<file path="src/pkg/rmc_pkg.sv">
// Shared constants and types for the radio modem host control link.
package rmc_pkg;

  // System clock and startup timing.
  localparam int CLK_HZ = 25_000_000;
  localparam int STARTUP_MS = 10;
  localparam int STARTUP_CYC = CLK_HZ / 1000 * STARTUP_MS;

  // Serial link timing; the half period must not fall below the minimum.
  localparam int SCK_MAX_HZ = 8_000_000;
  localparam int SCK_HALF_MIN = (CLK_HZ + 2 * SCK_MAX_HZ - 1) / (2 * SCK_MAX_HZ);
  localparam int SCK_HALF_CYC = 8;
  localparam int FRAME_BITS = 24;
  localparam int HDR_BITS = 8;
  localparam int ACT_CYC = 64;

  // Frame layout: read flag, address, data.
  localparam int FR_RD_BIT = 23;
  localparam int HDR_RD_BIT = 7;

  // Modem register addresses.
  localparam logic [5:0] MA_IRQ_MASK = 6'h05;
  localparam logic [5:0] MA_RADIO_CTL = 6'h06;
  localparam logic [5:0] MA_CLOCK_OUTPUT_CONTROL = 6'h0a;
  localparam logic [5:0] MA_PIN_CFG = 6'h0b;
  localparam logic [5:0] MA_PIN_IN = 6'h0c;
  localparam logic [5:0] MA_IRQ_STATUS = 6'h24;

  // Modem register reset values.
  localparam logic [15:0] IRQ_MASK_RST = 16'h0001;
  localparam logic [15:0] IRQ_STAT_RST = 16'h0001;
  localparam logic [15:0] RADIO_CTL_RST = 16'h0000;
  localparam logic [15:0] CLOCK_OUTPUT_CONTROL_RST = 16'h800e;
  localparam logic [15:0] PIN_CFG_RST = 16'h0001;

  // Modem field positions.
  localparam int ST_WAKE_REQUEST_N = 0;
  localparam int ST_DONE = 1;
  localparam int TRIM_LSB = 8;
  localparam int CLOCK_OUTPUT_PIN_EN_BIT = 3;
  localparam int PC_PU = 0;
  localparam int PC_DRV_LSB = 1;
  localparam int PC_G1_ALT = 3;
  localparam int PC_G2_ALT = 4;
  localparam int PC_G1_OE = 5;
  localparam int PC_G2_OE = 6;
  localparam int PC_G1_VAL = 7;
  localparam int PC_G2_VAL = 8;
  localparam logic [1:0] MODE_RX = 2'h1;

  // Host register offsets, reset value and fields.
  localparam logic [7:0] HA_CTRL = 8'h00;
  localparam logic [7:0] HA_CMD = 8'h04;
  localparam logic [7:0] HA_STATUS = 8'h08;
  localparam logic [2:0] CTRL_RST = 3'h1;
  localparam int CT_RESET = 0;
  localparam int CT_WAKE = 1;
  localparam int CT_RADIO = 2;

  // Clock output rates selected by the three low control bits.
  localparam int CLOCK_OUTPUT_PIN_HZ [8] = '{16_000_000, 8_000_000, 4_000_000,
    2_000_000, 1_000_000, 62_500, 32_768, 16_384};

  typedef enum logic [1:0] {PWR_UP, PWR_IDLE, PWR_ACTIVE} rmc_pwr_type;

  // Half period in system cycles; fast rates clamp to one cycle.
  function automatic logic [15:0] clock_output_pin_half(input logic [2:0] sel);
    int h;
    h = CLK_HZ / (2 * CLOCK_OUTPUT_PIN_HZ[sel]);
    if (h < 1) begin
      h = 1;
    end
    return 16'(h);
  endfunction

endpackage

</file>
<file path="src/pkg/rmc_link_if.sv">
// Pin-level link between the host controller and the modem.
`timescale 1ns/1ps
`default_nettype none
interface rmc_link_if;
  logic reset_n;
  logic wake_n;
  logic radio_en;
  logic sck;
  logic mosi;
  logic ce_n;
  logic miso;
  logic irq_out;
  logic irq_oe_n;
  logic irq_pu_en;
  logic [1:0] irq_drive;
  logic clock_output_pin;
  logic g1_out;
  logic g1_oe_n;
  logic g2_out;
  logic g2_oe_n;
  logic irq_n;
  logic g1;
  logic g2;

  // Open-drain request line: pulled high unless the modem sinks it.
  assign irq_n = irq_oe_n | irq_out;
  // Status pins have no pull-up; an undriven pin reads low here.
  assign g1 = ~g1_oe_n & g1_out;
  assign g2 = ~g2_oe_n & g2_out;

  modport modem(input reset_n, input wake_n, input radio_en, input sck,
    input mosi, input ce_n, input g1, input g2, output miso,
    output irq_out, output irq_oe_n, output irq_pu_en, output irq_drive,
    output clock_output_pin, output g1_out, output g1_oe_n, output g2_out,
    output g2_oe_n);

  modport host(output reset_n, output wake_n, output radio_en,
    output sck, output mosi, output ce_n, input miso, input irq_n,
    input clock_output_pin, input g1, input g2);
endinterface
`default_nettype wire

</file>
<file path="src/verilog/rmc_modem.sv">
// Modem end: reset, power-up, serial registers, request line, status pins.
// Behaviour
// - Hard reset is asynchronous, active low.
// - In reset, everything off, no clocks.
// - Reach idle 10 to 25 ms after release.
// - At idle raise request, start clock output.
// - Attention flag and mask set out of reset.
// - Wake input assertion raises attention request.
// - Host waits for request before programming.
// - Host drives reset pin low at init.
// - Modem is serial slave, host is master.
// - Host keeps serial clock at most 8 MHz.
// - Serial commands read and write registers.
// - Request line pulled low while pending.
// - Reading event status releases request line.
// - Request pull-up default on, drive programmable.
// - Radio enable input permits radio operations.
// - Pin one: radio active or general I/O.
// - Pin two: check passed or general I/O.
// - Eight-bit trim in clock control bits 15:8.
// - Higher trim code lowers reference frequency.
//
// The APB interface to the registers is this design's own decision.
`timescale 1ns/1ps
`default_nettype none
module rmc_modem
  import rmc_pkg::*;
#(
  parameter int STARTUP_CYCLES = STARTUP_CYC,
  parameter int ACT_CYCLES = ACT_CYC
) (
  input wire logic CLK_I,
  input wire logic RST_N_I,
  input wire logic CRC_GOOD_I,
  output logic [7:0] XTAL_TRIM_O,
  output logic signed [8:0] REF_STEP_O,
  output logic MODEM_IDLE_O,
  rmc_link_if.modem lnk
);

  // Synchronised pin order: g2, g1, radio_en, wake_n, ce_n, mosi, sck.
  localparam logic [6:0] SYNC_RST = 7'h0c;

  logic rst_a_n;
  logic rst_m_r;
  logic rst_n_r;
  logic [6:0] in_m_r;
  logic [6:0] in_s_r;
  logic [6:0] in_d_r;
  logic sck_rise;
  logic sck_fall;
  logic ce_act;
  logic [4:0] bit_cnt_r;
  logic [22:0] rx_r;
  logic [15:0] tx_r;
  logic rd_r;
  logic [5:0] addr_r;
  logic [7:0] hdr;
  logic hdr_done;
  logic frame_done;
  logic [15:0] wr_data;
  logic [15:0] rd_mux;
  logic [15:0] snap_r;
  logic [15:0] irq_mask_r;
  logic [15:0] irq_stat_r;
  logic [15:0] radio_ctl_r;
  logic [15:0] clock_output_control_r;
  logic [15:0] pin_cfg_r;
  logic [15:0] stat_set;
  logic [15:0] stat_clr;
  rmc_pwr_type pwr_r;
  logic [31:0] cyc_r;
  logic act_end;
  logic radio_rise;
  logic crc_valid_r;
  logic [15:0] div_r;
  logic irq_pend;
  logic miso_r;
  logic irq_out_r;
  logic irq_oe_n_r;
  logic clock_output_pin_r;
  logic g1_out_r;
  logic g1_oe_n_r;
  logic g2_out_r;
  logic g2_oe_n_r;

  // async hard reset
  // Either reset source clears the modem at once; release is synchronised
  // so no flop leaves reset on a different edge than its neighbours.
  assign rst_a_n = RST_N_I & lnk.reset_n;
  always_ff @(posedge CLK_I or negedge rst_a_n) begin
    if (!rst_a_n) begin
      rst_m_r <= 1'b0;
      rst_n_r <= 1'b0;
    end else begin
      rst_m_r <= 1'b1;
      rst_n_r <= rst_m_r;
    end
  end

  // Every pin input passes two flops; a third copy gives edge detection.
  always_ff @(posedge CLK_I or negedge rst_n_r) begin
    if (!rst_n_r) begin
      in_m_r <= SYNC_RST;
      in_s_r <= SYNC_RST;
      in_d_r <= SYNC_RST;
    end else begin
      in_m_r <= {lnk.g2, lnk.g1, lnk.radio_en, lnk.wake_n, lnk.ce_n,
                 lnk.mosi, lnk.sck};
      in_s_r <= in_m_r;
      in_d_r <= in_s_r;
    end
  end

  // slave edge detection
  // The modem never drives the serial clock; it only watches it.
  assign sck_rise = in_s_r[0] & ~in_d_r[0];
  assign sck_fall = ~in_s_r[0] & in_d_r[0];
  assign ce_act = ~in_s_r[2] & (pwr_r != PWR_UP);
  assign hdr = {rx_r[6:0], in_s_r[1]};
  assign hdr_done = ce_act & sck_rise & (bit_cnt_r == 5'(HDR_BITS - 1));
  assign frame_done = ce_act & sck_rise & (bit_cnt_r == 5'(FRAME_BITS - 1));
  assign wr_data = {rx_r[14:0], in_s_r[1]};

  always_comb begin
    rd_mux = 16'h0000;
    case (hdr[5:0])
      MA_IRQ_MASK: rd_mux = irq_mask_r;
      MA_RADIO_CTL: rd_mux = radio_ctl_r;
      MA_CLOCK_OUTPUT_CONTROL: rd_mux = clock_output_control_r;
      MA_PIN_CFG: rd_mux = pin_cfg_r;
      MA_PIN_IN: rd_mux = {14'h0000, in_s_r[6:5]};
      MA_IRQ_STATUS: rd_mux = irq_stat_r;
      default: rd_mux = 16'h0000;
    endcase
  end

  // Shift engine: bits in on rising edges, read data out on falling ones.
  // A frame cut short by chip enable leaves every register untouched.
  always_ff @(posedge CLK_I or negedge rst_n_r) begin
    if (!rst_n_r) begin
      bit_cnt_r <= 5'h00;
      rx_r <= 23'h000000;
      tx_r <= 16'h0000;
      rd_r <= 1'b0;
      addr_r <= 6'h00;
      snap_r <= 16'h0000;
      miso_r <= 1'b0;
    end else if (!ce_act) begin
      bit_cnt_r <= 5'h00;
      miso_r <= 1'b0;
    end else begin
      if (sck_rise) begin
        rx_r <= {rx_r[21:0], in_s_r[1]};
        bit_cnt_r <= bit_cnt_r + 5'h01;
      end
      if (hdr_done) begin
        rd_r <= hdr[HDR_RD_BIT];
        addr_r <= hdr[5:0];
        tx_r <= rd_mux;
        snap_r <= (hdr[5:0] == MA_IRQ_STATUS) ? irq_stat_r : 16'h0000;
      end else if (sck_fall && bit_cnt_r >= 5'(HDR_BITS)) begin
        miso_r <= tx_r[15];
        tx_r <= {tx_r[14:0], 1'b0};
      end
    end
  end

  always_ff @(posedge CLK_I or negedge rst_n_r) begin
    if (!rst_n_r) begin
      irq_mask_r <= IRQ_MASK_RST;
      radio_ctl_r <= RADIO_CTL_RST;
      clock_output_control_r <= CLOCK_OUTPUT_CONTROL_RST;
      pin_cfg_r <= PIN_CFG_RST;
    end else if (frame_done && !rd_r) begin
      case (addr_r)
        MA_IRQ_MASK: irq_mask_r <= wr_data;
        MA_RADIO_CTL: radio_ctl_r <= wr_data;
        MA_CLOCK_OUTPUT_CONTROL: clock_output_control_r <= wr_data;
        MA_PIN_CFG: pin_cfg_r <= wr_data;
        default: irq_mask_r <= irq_mask_r;
      endcase
    end
  end

  // radio enable gating
  // Dropping the radio enable aborts an operation without a done event.
  // Only a rise of the enable starts one; a held level would restart at
  // once and wipe the result flags before the host could see them.
  assign radio_rise = in_s_r[4] & ~in_d_r[4];
  assign act_end = (pwr_r == PWR_ACTIVE) & (cyc_r == 32'(ACT_CYCLES - 1));
  always_ff @(posedge CLK_I or negedge rst_n_r) begin
    if (!rst_n_r) begin
      pwr_r <= PWR_UP;
      cyc_r <= 32'h00000000;
    end else begin
      unique case (pwr_r)
        PWR_UP: begin
          cyc_r <= cyc_r + 32'h00000001;
          if (cyc_r == 32'(STARTUP_CYCLES - 1)) begin
            pwr_r <= PWR_IDLE;
            cyc_r <= 32'h00000000;
          end
        end
        PWR_IDLE: begin
          cyc_r <= 32'h00000000;
          if (radio_rise && radio_ctl_r[1:0] != 2'h0) begin
            pwr_r <= PWR_ACTIVE;
          end
        end
        PWR_ACTIVE: begin
          cyc_r <= cyc_r + 32'h00000001;
          if (!in_s_r[4] || act_end) begin
            pwr_r <= PWR_IDLE;
          end
        end
      endcase
    end
  end

  // status read clears
  // A new event in the clearing cycle survives because set wins.
  assign stat_set = {14'h0000, act_end, in_d_r[3] & ~in_s_r[3]};
  assign stat_clr = (frame_done && rd_r && addr_r == MA_IRQ_STATUS)
                    ? snap_r : 16'h0000;
  always_ff @(posedge CLK_I or negedge rst_n_r) begin
    if (!rst_n_r) begin
      irq_stat_r <= IRQ_STAT_RST;
    end else begin
      irq_stat_r <= (irq_stat_r & ~stat_clr) | stat_set;
    end
  end

  // pending while unmasked remain
  // Nothing is signalled during power-up, even though the flag is preset.
  assign irq_pend = (|(irq_stat_r & irq_mask_r)) & (pwr_r != PWR_UP);
  always_ff @(posedge CLK_I or negedge rst_n_r) begin
    if (!rst_n_r) begin
      irq_out_r <= 1'b1;
      irq_oe_n_r <= 1'b1;
    end else begin
      irq_out_r <= ~irq_pend;
      irq_oe_n_r <= ~irq_pend;
    end
  end

  // clock output divider
  // The divider only approximates rates whose half period is not a whole number of cycles.
  always_ff @(posedge CLK_I or negedge rst_n_r) begin
    if (!rst_n_r) begin
      div_r <= 16'h0000;
      clock_output_pin_r <= 1'b0;
    end else if (pwr_r == PWR_UP || !clock_output_control_r[CLOCK_OUTPUT_PIN_EN_BIT]) begin
      div_r <= 16'h0000;
      clock_output_pin_r <= 1'b0;
    end else if (div_r >= clock_output_pin_half(clock_output_control_r[2:0]) - 16'h0001) begin
      div_r <= 16'h0000;
      clock_output_pin_r <= ~clock_output_pin_r;
    end else begin
      div_r <= div_r + 16'h0001;
    end
  end

  // check-passed indicator
  // Holds from the end of a good receive until the next operation starts.
  always_ff @(posedge CLK_I or negedge rst_n_r) begin
    if (!rst_n_r) begin
      crc_valid_r <= 1'b0;
    end else if (pwr_r == PWR_IDLE && radio_rise &&
                 radio_ctl_r[1:0] != 2'h0) begin
      crc_valid_r <= 1'b0;
    end else if (act_end && radio_ctl_r[1:0] == MODE_RX) begin
      crc_valid_r <= CRC_GOOD_I;
    end
  end

  // pin one and pin two function
  // Alternate functions always drive; general pins drive only on request.
  always_ff @(posedge CLK_I or negedge rst_n_r) begin
    if (!rst_n_r) begin
      g1_out_r <= 1'b0;
      g1_oe_n_r <= 1'b1;
      g2_out_r <= 1'b0;
      g2_oe_n_r <= 1'b1;
    end else begin
      g1_out_r <= pin_cfg_r[PC_G1_ALT] ? (pwr_r == PWR_ACTIVE)
                                       : pin_cfg_r[PC_G1_VAL];
      g1_oe_n_r <= ~(pin_cfg_r[PC_G1_ALT] | pin_cfg_r[PC_G1_OE]);
      g2_out_r <= pin_cfg_r[PC_G2_ALT] ? crc_valid_r : pin_cfg_r[PC_G2_VAL];
      g2_oe_n_r <= ~(pin_cfg_r[PC_G2_ALT] | pin_cfg_r[PC_G2_OE]);
    end
  end

  // pull-up and drive
  // The step sign is negative: a larger code slows the reference.
  always_ff @(posedge CLK_I or negedge rst_n_r) begin
    if (!rst_n_r) begin
      XTAL_TRIM_O <= 8'h00;
      REF_STEP_O <= 9'sh000;
      MODEM_IDLE_O <= 1'b0;
      lnk.irq_pu_en <= PIN_CFG_RST[PC_PU];
      lnk.irq_drive <= PIN_CFG_RST[PC_DRV_LSB +: 2];
    end else begin
      XTAL_TRIM_O <= clock_output_control_r[TRIM_LSB +: 8];
      REF_STEP_O <= -$signed({1'b0, clock_output_control_r[TRIM_LSB +: 8]});
      MODEM_IDLE_O <= (pwr_r == PWR_IDLE);
      lnk.irq_pu_en <= pin_cfg_r[PC_PU];
      lnk.irq_drive <= pin_cfg_r[PC_DRV_LSB +: 2];
    end
  end

  // Link outputs straight from their flops.
  assign lnk.miso = miso_r;
  assign lnk.irq_out = irq_out_r;
  assign lnk.irq_oe_n = irq_oe_n_r;
  assign lnk.clock_output_pin = clock_output_pin_r;
  assign lnk.g1_out = g1_out_r;
  assign lnk.g1_oe_n = g1_oe_n_r;
  assign lnk.g2_out = g2_out_r;
  assign lnk.g2_oe_n = g2_oe_n_r;

endmodule
`default_nettype wire
</file>
<file path="src/flat_wrapper.sv">
// flat-port wrapper written by rule: the top's interface ports become plain ports
module rmc_modem_flat import rmc_pkg::*;
#(
  parameter int STARTUP_CYCLES = STARTUP_CYC,
  parameter int ACT_CYCLES = ACT_CYC
)
  (CLK_I, RST_N_I, CRC_GOOD_I, XTAL_TRIM_O, REF_STEP_O, MODEM_IDLE_O, lnk_reset_n, lnk_wake_n, lnk_radio_en, lnk_sck, lnk_mosi, lnk_ce_n, lnk_miso, lnk_irq_out, lnk_irq_oe_n, lnk_irq_pu_en, lnk_irq_drive, lnk_clock_output_pin, lnk_g1_out, lnk_g1_oe_n, lnk_g2_out, lnk_g2_oe_n);
  rmc_link_if lnk_i ();
  input wire logic CLK_I;
  input wire logic RST_N_I;
  input wire logic CRC_GOOD_I;
  output logic [7:0] XTAL_TRIM_O;
  output logic signed [8:0] REF_STEP_O;
  output logic MODEM_IDLE_O;
  input wire logic [$bits(lnk_i.reset_n)-1:0] lnk_reset_n;
  input wire logic [$bits(lnk_i.wake_n)-1:0] lnk_wake_n;
  input wire logic [$bits(lnk_i.radio_en)-1:0] lnk_radio_en;
  input wire logic [$bits(lnk_i.sck)-1:0] lnk_sck;
  input wire logic [$bits(lnk_i.mosi)-1:0] lnk_mosi;
  input wire logic [$bits(lnk_i.ce_n)-1:0] lnk_ce_n;
  output wire logic [$bits(lnk_i.miso)-1:0] lnk_miso;
  output wire logic [$bits(lnk_i.irq_out)-1:0] lnk_irq_out;
  output wire logic [$bits(lnk_i.irq_oe_n)-1:0] lnk_irq_oe_n;
  output wire logic [$bits(lnk_i.irq_pu_en)-1:0] lnk_irq_pu_en;
  output wire logic [$bits(lnk_i.irq_drive)-1:0] lnk_irq_drive;
  output wire logic [$bits(lnk_i.clock_output_pin)-1:0] lnk_clock_output_pin;
  output wire logic [$bits(lnk_i.g1_out)-1:0] lnk_g1_out;
  output wire logic [$bits(lnk_i.g1_oe_n)-1:0] lnk_g1_oe_n;
  output wire logic [$bits(lnk_i.g2_out)-1:0] lnk_g2_out;
  output wire logic [$bits(lnk_i.g2_oe_n)-1:0] lnk_g2_oe_n;
  assign lnk_i.reset_n = lnk_reset_n;
  assign lnk_i.wake_n = lnk_wake_n;
  assign lnk_i.radio_en = lnk_radio_en;
  assign lnk_i.sck = lnk_sck;
  assign lnk_i.mosi = lnk_mosi;
  assign lnk_i.ce_n = lnk_ce_n;
  assign lnk_miso = lnk_i.miso;
  assign lnk_irq_out = lnk_i.irq_out;
  assign lnk_irq_oe_n = lnk_i.irq_oe_n;
  assign lnk_irq_pu_en = lnk_i.irq_pu_en;
  assign lnk_irq_drive = lnk_i.irq_drive;
  assign lnk_clock_output_pin = lnk_i.clock_output_pin;
  assign lnk_g1_out = lnk_i.g1_out;
  assign lnk_g1_oe_n = lnk_i.g1_oe_n;
  assign lnk_g2_out = lnk_i.g2_out;
  assign lnk_g2_oe_n = lnk_i.g2_oe_n;
  rmc_modem #(.STARTUP_CYCLES(STARTUP_CYCLES), .ACT_CYCLES(ACT_CYCLES)) u_core (.CLK_I(CLK_I), .RST_N_I(RST_N_I), .CRC_GOOD_I(CRC_GOOD_I), .XTAL_TRIM_O(XTAL_TRIM_O), .REF_STEP_O(REF_STEP_O), .MODEM_IDLE_O(MODEM_IDLE_O), .lnk(lnk_i));
endmodule
</file>
<file path="config.mk">
export PLATFORM = sky130hd
export DESIGN_NAME = rmc_modem_flat
export DESIGN_NICKNAME = d
export VERILOG_FILES = /design/src/pkg/rmc_pkg.sv /design/src/pkg/rmc_link_if.sv /design/src/verilog/rmc_modem.sv /design/src/flat_wrapper.sv
export SDC_FILE = /design/constraint.sdc
export NUM_CORES = 1
export LEC_CHECK = 0
export ABC_CLOCK_PERIOD_IN_PS = 9600
export BUFFER_PORTS_ARGS = -buffer_cell sky130_fd_sc_hd__buf_2
export CAP_MARGIN = 20
export CORE_AREA = 5 5 209 211
export CTS_BUF_LIST = sky130_fd_sc_hd__clkbuf_4 sky130_fd_sc_hd__clkbuf_8
export DETAILED_ROUTE_END_ITERATION = 12
export DIE_AREA = 0 0 214 216
export PLACE_DENSITY = 0.77
export SYNTH_ARGS = -nofsm -noshare
export SYNTH_HDL_FRONTEND = slang
export SYNTH_SLANG_ARGS = --single-unit
</file>
<file path="constraint.sdc">
create_clock -name CLK_I -period 9.6 [get_ports CLK_I]
set_input_delay 1.92 -clock CLK_I [delete_from_list [all_inputs] [get_ports CLK_I]]
set_output_delay 1.92 -clock CLK_I [all_outputs]
set_load 0.005 [all_outputs]
</file>
==> results.py, run 1 <==
metrics = {
    "run_status": {
        "status": "did not finish",
        "failed_stage": "5_1_grt",
        "error_line": "[ERROR GRT-0116] Global routing finished with congestion. Check the congestion regions in the DRC Viewer.",
    },
    "placed_design": {
        "io_buffer_count": 37,
        "hpwl_mm": 83.59,
        "gp_routability_congestion": 1.071,
    },
    "yosys": {
        "synth_seq_cells": 236,
        "synthDominantCellAreaShare_pct": 20.56,
        "yosys.cell_count.top_type": "sky130_fd_sc_hd__nand2_1",
        "synth-edff-count": 0,
        "netlist_area_sq_mm": 0.02678,
        "number_of_different_library_cells_in_the_post_synthesis_netlist": 119,
        "synth_top_cells_by_area": "sky130_fd_sc_hd__dfrtp_1 (21%), sky130_fd_sc_hd__ha_1 (14%), sky130_fd_sc_hd__mux2_2 (5.0%), sky130_fd_sc_hd__nand2_1 (4.9%), sky130_fd_sc_hd__a21oi_1 (4.6%)",
        "synth_async_sr_flop_share_pct": 100.0,
        "count_of_mapped_cells_out_of_synthesis": 3318,
        "seq_area_frac_synth_pct": 22.13,
        "netlist_top_cells_count": "sky130_fd_sc_hd__nand2_1 (351), sky130_fd_sc_hd__ha_1 (290), sky130_fd_sc_hd__nor2_1 (289), sky130_fd_sc_hd__a21oi_1 (244), sky130_fd_sc_hd__dfrtp_1 (220)",
        "yosysWarnings": 0,
        "mean_instance_size_in_the_synthesized_netlist_sq_um": 8.070,
        "postSynth.topFlopCell": "sky130_fd_sc_hd__dfrtp_1",
        "synth_top_cell_by_area": "sky130_fd_sc_hd__dfrtp_1",
    },
    "clocking": {
        "cts_num_sinks": 236,
        "cts-root-buf": "sky130_fd_sc_hd__clkbuf_8",
        "num_cts_buffers": 35,
        "ctsHtreeMaxLevel": 2,
        "cts.path.max_buffers": 3,
    },
    "floorplan": {
        "dieWidth_um": 214,
        "chipHeight_um": 216,
        "initial_core_util_pct": 64.41,
        "io-pin-count": 38,
        "placementRows": 75,
    },
    "global_route": {
        "track_usage_pct": 74.53,
        "grt_overflow": 7,
        "grt_pass1_wl_mm": 267.3,
        "grt_max_degree": 175,
        "via_count_of_the_first_global_routing_pass": 43450,
    },
}
## routing by layer
layer	GRT usage, %	GRT overflow
met1	72.14	1
met5	32.71	0
met4	74.94	4
met3	61.34	0
met2	91.50	2
## through the flow
stage | setup slack, ns | cells | instance area (sq um)
floorplan | -34.90 | 3326 | 28030
detailed placement | -36.23 | 4782 | 35710
CTS | -34.29 | 5027 | 39020
global placement | -34.53 | 4782 | 35710
## timing repair
action / CTS
resized for setup: 247
setup buffers: 180
pin swaps: 186
endpoints found under the setup margin: 17
hold buffers: 0
cloned: 4
## kinds of logic after synthesis
| kind of cell | synth area share, % |
|---|---|
| AO/OA/AOI/OAI | 26.02 |
| XOR/XNOR | 7.504 |
| adder cells (fa/ha/maj) | 13.55 |
| buffers and inverters | 3.663 |
| flip-flops | 22.13 |
| multiplexers | 6.701 |
| other | 0.02805 |
| AND/OR/NAND/NOR | 20.41 |
==> run 2, diff against run 1 <==
--- a/config.mk
+++ b/config.mk
@@ -8,11 +8,10 @@
 export ABC_CLOCK_PERIOD_IN_PS = 9600
 export BUFFER_PORTS_ARGS = -buffer_cell sky130_fd_sc_hd__buf_2
 export CAP_MARGIN = 20
-export CORE_AREA = 5 5 209 211
-export CTS_BUF_LIST = sky130_fd_sc_hd__clkbuf_4 sky130_fd_sc_hd__clkbuf_8
+export CORE_AREA = 5 5 265 267
 export DETAILED_ROUTE_END_ITERATION = 12
-export DIE_AREA = 0 0 214 216
-export PLACE_DENSITY = 0.77
+export DIE_AREA = 0 0 270 272
+export PLACE_DENSITY_LB_ADDON = 0.15
 export SYNTH_ARGS = -nofsm -noshare
 export SYNTH_HDL_FRONTEND = slang
 export SYNTH_SLANG_ARGS = --single-unit
==> run 2 against run 1 <==
Net effect:
- the flow now finishes, with violations (negative setup slack)
- synthesized cell count unchanged
- area after synthesis did not move
==> results.py, run 2 <==
metrics = {
    "clocking": {
        "tritoncts": "yes",
        "num_cts_buffers": 24,
        "cts_num_sinks": 236,
        "ctsHtreeMaxLevel": 1,
        "clk-insertion-delay-late_ns": 0.53,
        "cts-root-buf": "sky130_fd_sc_hd__clkbuf_16",
        "clock_pin_transition_on_the_worst_setup_and_hold_timing_paths_ns": 0.07,
        "cts.path.max_buffers": 3,
    },
    "drt": {
        "drt_wl_total_mm": 118.4,
        "vias_post_dr": 31820,
        "avgRoutedWirePerCell_um": 21.42,
        "drt_drc_violations_left": 0,
        "dr.first_iter.drc_count": 2138,
        "drtPass1Iterations": 6,
        "drtAntennaViolNets": 0,
        "vias_per_cell": 5.759,
    },
    "yosys": {
        "synthDominantCellAreaShare_pct": 20.56,
        "synth_top_cells_by_area": "sky130_fd_sc_hd__dfrtp_1 (21%), sky130_fd_sc_hd__ha_1 (14%), sky130_fd_sc_hd__mux2_2 (5.0%), sky130_fd_sc_hd__nand2_1 (4.9%), sky130_fd_sc_hd__a21oi_1 (4.6%)",
        "yosys.cell_count.top_type": "sky130_fd_sc_hd__nand2_1",
        "yosysWarnings": 0,
        "synth-edff-count": 0,
        "mean_instance_size_in_the_synthesized_netlist_sq_um": 8.070,
        "synth_seq_cells": 236,
        "number_of_different_library_cells_in_the_post_synthesis_netlist": 119,
        "netlist_area_sq_mm": 0.02678,
        "count_of_mapped_cells_out_of_synthesis": 3318,
        "synth_top_cell_by_area": "sky130_fd_sc_hd__dfrtp_1",
        "netlist_top_cells_count": "sky130_fd_sc_hd__nand2_1 (351), sky130_fd_sc_hd__ha_1 (290), sky130_fd_sc_hd__nor2_1 (289), sky130_fd_sc_hd__a21oi_1 (244), sky130_fd_sc_hd__dfrtp_1 (220)",
        "synth_async_sr_flop_share_pct": 100.0,
        "postSynth.topFlopCell": "sky130_fd_sc_hd__dfrtp_1",
        "seq_area_frac_synth_pct": 22.13,
    },
    "placed_design": {
        "gp_routability_congestion": 0.9822,
        "hpwl_mm": 86.73,
        "detailedPlace.worstSlack_ns": -36.20,
        "io_buffer_count": 37,
    },
    "setup_path": {
        "cp-start-kind": "register",
        "arrival_ns": 44.64,
        "critical_path.max_fanout": 7,
        "worst-setup-path-type": "reg2reg",
        "timing.critical_path.slowest_stage_cell": "sky130_fd_sc_hd__dfstp_2",
        "crit_required_ns": 10.06,
        "reg2reg_slack_ns": -34.58,
        "critPathCaptureType": "register",
        "timing.critical_path.mode_cell": "sky130_fd_sc_hd__buf_4",
        "slowest_delay_ns": 0.55,
    },
    "floorplan": {
        "chipHeight_um": 272,
        "io-pin-count": 38,
        "placementRows": 96,
        "initial_core_util_pct": 39.46,
        "dieWidth_um": 270,
        "floorplan.core_area_sq_mm": 0.06787,
        "dieArea_sq_mm": 0.07344,
    },
    "sta": {
        "rsz0062_at_grt": "yes",
        "hold_violations": 0,
        "final_clock_skew_ns": 0.01523,
        "drv_slew": 0,
        "max_slew_margin_pct": 29.31,
        "setup_viol_count_final": 17,
        "min_period_ns": 44.18,
        "fin_tns_setup_ns": -587.29,
        "layout_setup_ws_ns": -34.58,
        "transition_time_of_the_tightest_slew_check_pin_ns": 1.057,
        "max_clock_freq_ghz": 0.02263,
        "hold_ws_ns": 0.2452,
        "crit_share_post_route_pct": 460.2,
    },
    "global_route": {
        "via_count_of_the_first_global_routing_pass": 32480,
        "grt_max_degree": 83,
        "number_of_antenna_violations_at_the_first_check_in_global_routing": 1,
        "track_usage_pct": 30.47,
        "grt_overflow": 0,
        "grt_pass1_wl_mm": 180.9,
    },
    "final_layout": {
        "layout-area-overhead-vs-synth_pct": 55.78,
        "fillerInstances": 5918,
        "largest_register": "u_core.cyc_r",
        "combined_area_of_the_multi_input_logic_cells_sq_mm": 0.02271,
        "largest_register_ff_count": 32,
        "mostFrequentLayoutCell": "sky130_fd_sc_hd__buf_4",
        "commonest_cells_after_routing_fill_and_taps_aside": "sky130_fd_sc_hd__buf_4 (1327), sky130_fd_sc_hd__nand2_1 (324), sky130_fd_sc_hd__nor2_1 (242), sky130_fd_sc_hd__ha_1 (222), sky130_fd_sc_hd__dfrtp_1 (219)",
        "antenna_cells": 0,
        "register_area_sq_mm": 0.005933,
        "layout-drive-gt1-share_pct": 44.39,
        "nets": 4924,
    },
    "run": {
        "max_cap_viol_count": 0,
    },
    "pwr": {
        "cellPowerDensity_mw_per_mm2": 48.67,
        "ir_worst_vdd_mv": 0.1528,
        "leakagePower_nw": 19.74,
    },
    "run_status": {
        "status": "finished, violations left",
        "failing_checks": "negative setup slack",
    },
    "min_path": {
        "holdCritPathClass": "reg2async",
    },
}
run 2: logic make-up after synthesis:
kind of cell,Yosys count,share of synthesized area (%)
and+or+nand+nor,1141,20.41
AOI/OAI and AO/OA,1009,26.02
adders and majority gates,290,13.55
buffers and inverters,250,3.663
DFF,236,22.13
xor gates and xnor gates,227,7.504
muxes,163,6.701
other,2,0.02805
run 2: final timing paths:
kind,startpoint,to,cells after the start
min,u_core.rst_n_r,u_core.radio_ctl_r[12],1
min in group CLK_I,u_core.in_m_r[6],u_core.in_s_r[6],0
min reg2reg,u_core.rst_n_r,u_core.radio_ctl_r[12],1
max in group asynchronous,u_core.rst_n_r,u_core.in_m_r[1],3
max reg2reg,u_core.clock_output_control_r[1],u_core.div_r[0],260
max,u_core.clock_output_control_r[1],u_core.div_r[0],260
run 2: metal layers:
metal  vias up  GRT usage (%)  part of all wire (%)
met3       388          2.290                   5.5
li1      14870              -                     -
met5         -              0                 0.014
met4         2          14.86                   5.8
met1     15400          37.51                    41
met2      1160          54.05                    48
run 2: what timing repair did:
action | 4_1_cts | 5_1_grt
hold buffers | 0 | 0
setup endpoints to repair | 17 | 17
setup buffers | 232 | 61
pin swaps | 222 | 183
resized for setup | 229 | 184
gates cloned | 6 | 0
run 2: final cells by class:
class,count,share of cell area [%]
clock buffer,33,1.668
multi-input combinational,2843,54.44
tap,882,2.646
clock inverter,11,0.3300
inverter,118,1.095
timing repair buffer,1402,25.60
sequential,236,14.22
run 2: worst max-delay path, delay by kind of cell, from the launching register on:
kind                       cells  cell delay (ns)
xor gates and xnor gates       5             0.71
adders and majority gates     23             5.92
muxes                          9             2.71
DFF                            1             0.55
AOI/OAI and AO/OA             92            16.07
buffers and inverters         61             7.73
and+or+nand+nor               70            10.28
run 2: metrics by stage:
stage          cell area [sq um]  utilization, %  power (mW)  std cells
2_1_floorplan              28030               -       1.043       3326
3_3_place_gp               36590           53.92       1.058       5183
3_5_place_dp               36590           53.92       1.059       5183
4_1_cts                    40340           59.45       2.051       5463
5_1_grt                    41710           61.46       2.103       5525
6_report                   41710           61.46       2.030       5525
run 2: where the power goes:
part / total, mW / leakage [nW] / internal (mW) / switching (mW)
Clock: 0.986 / 0.416 / 0.589 / 0.397
Combinational: 0.0419 / 16.1 / 0.0136 / 0.0283
Sequential: 1.00 / 3.21 / 0.999 / 0.00267
No activity file was read; power rests on OpenSTA's default activity.
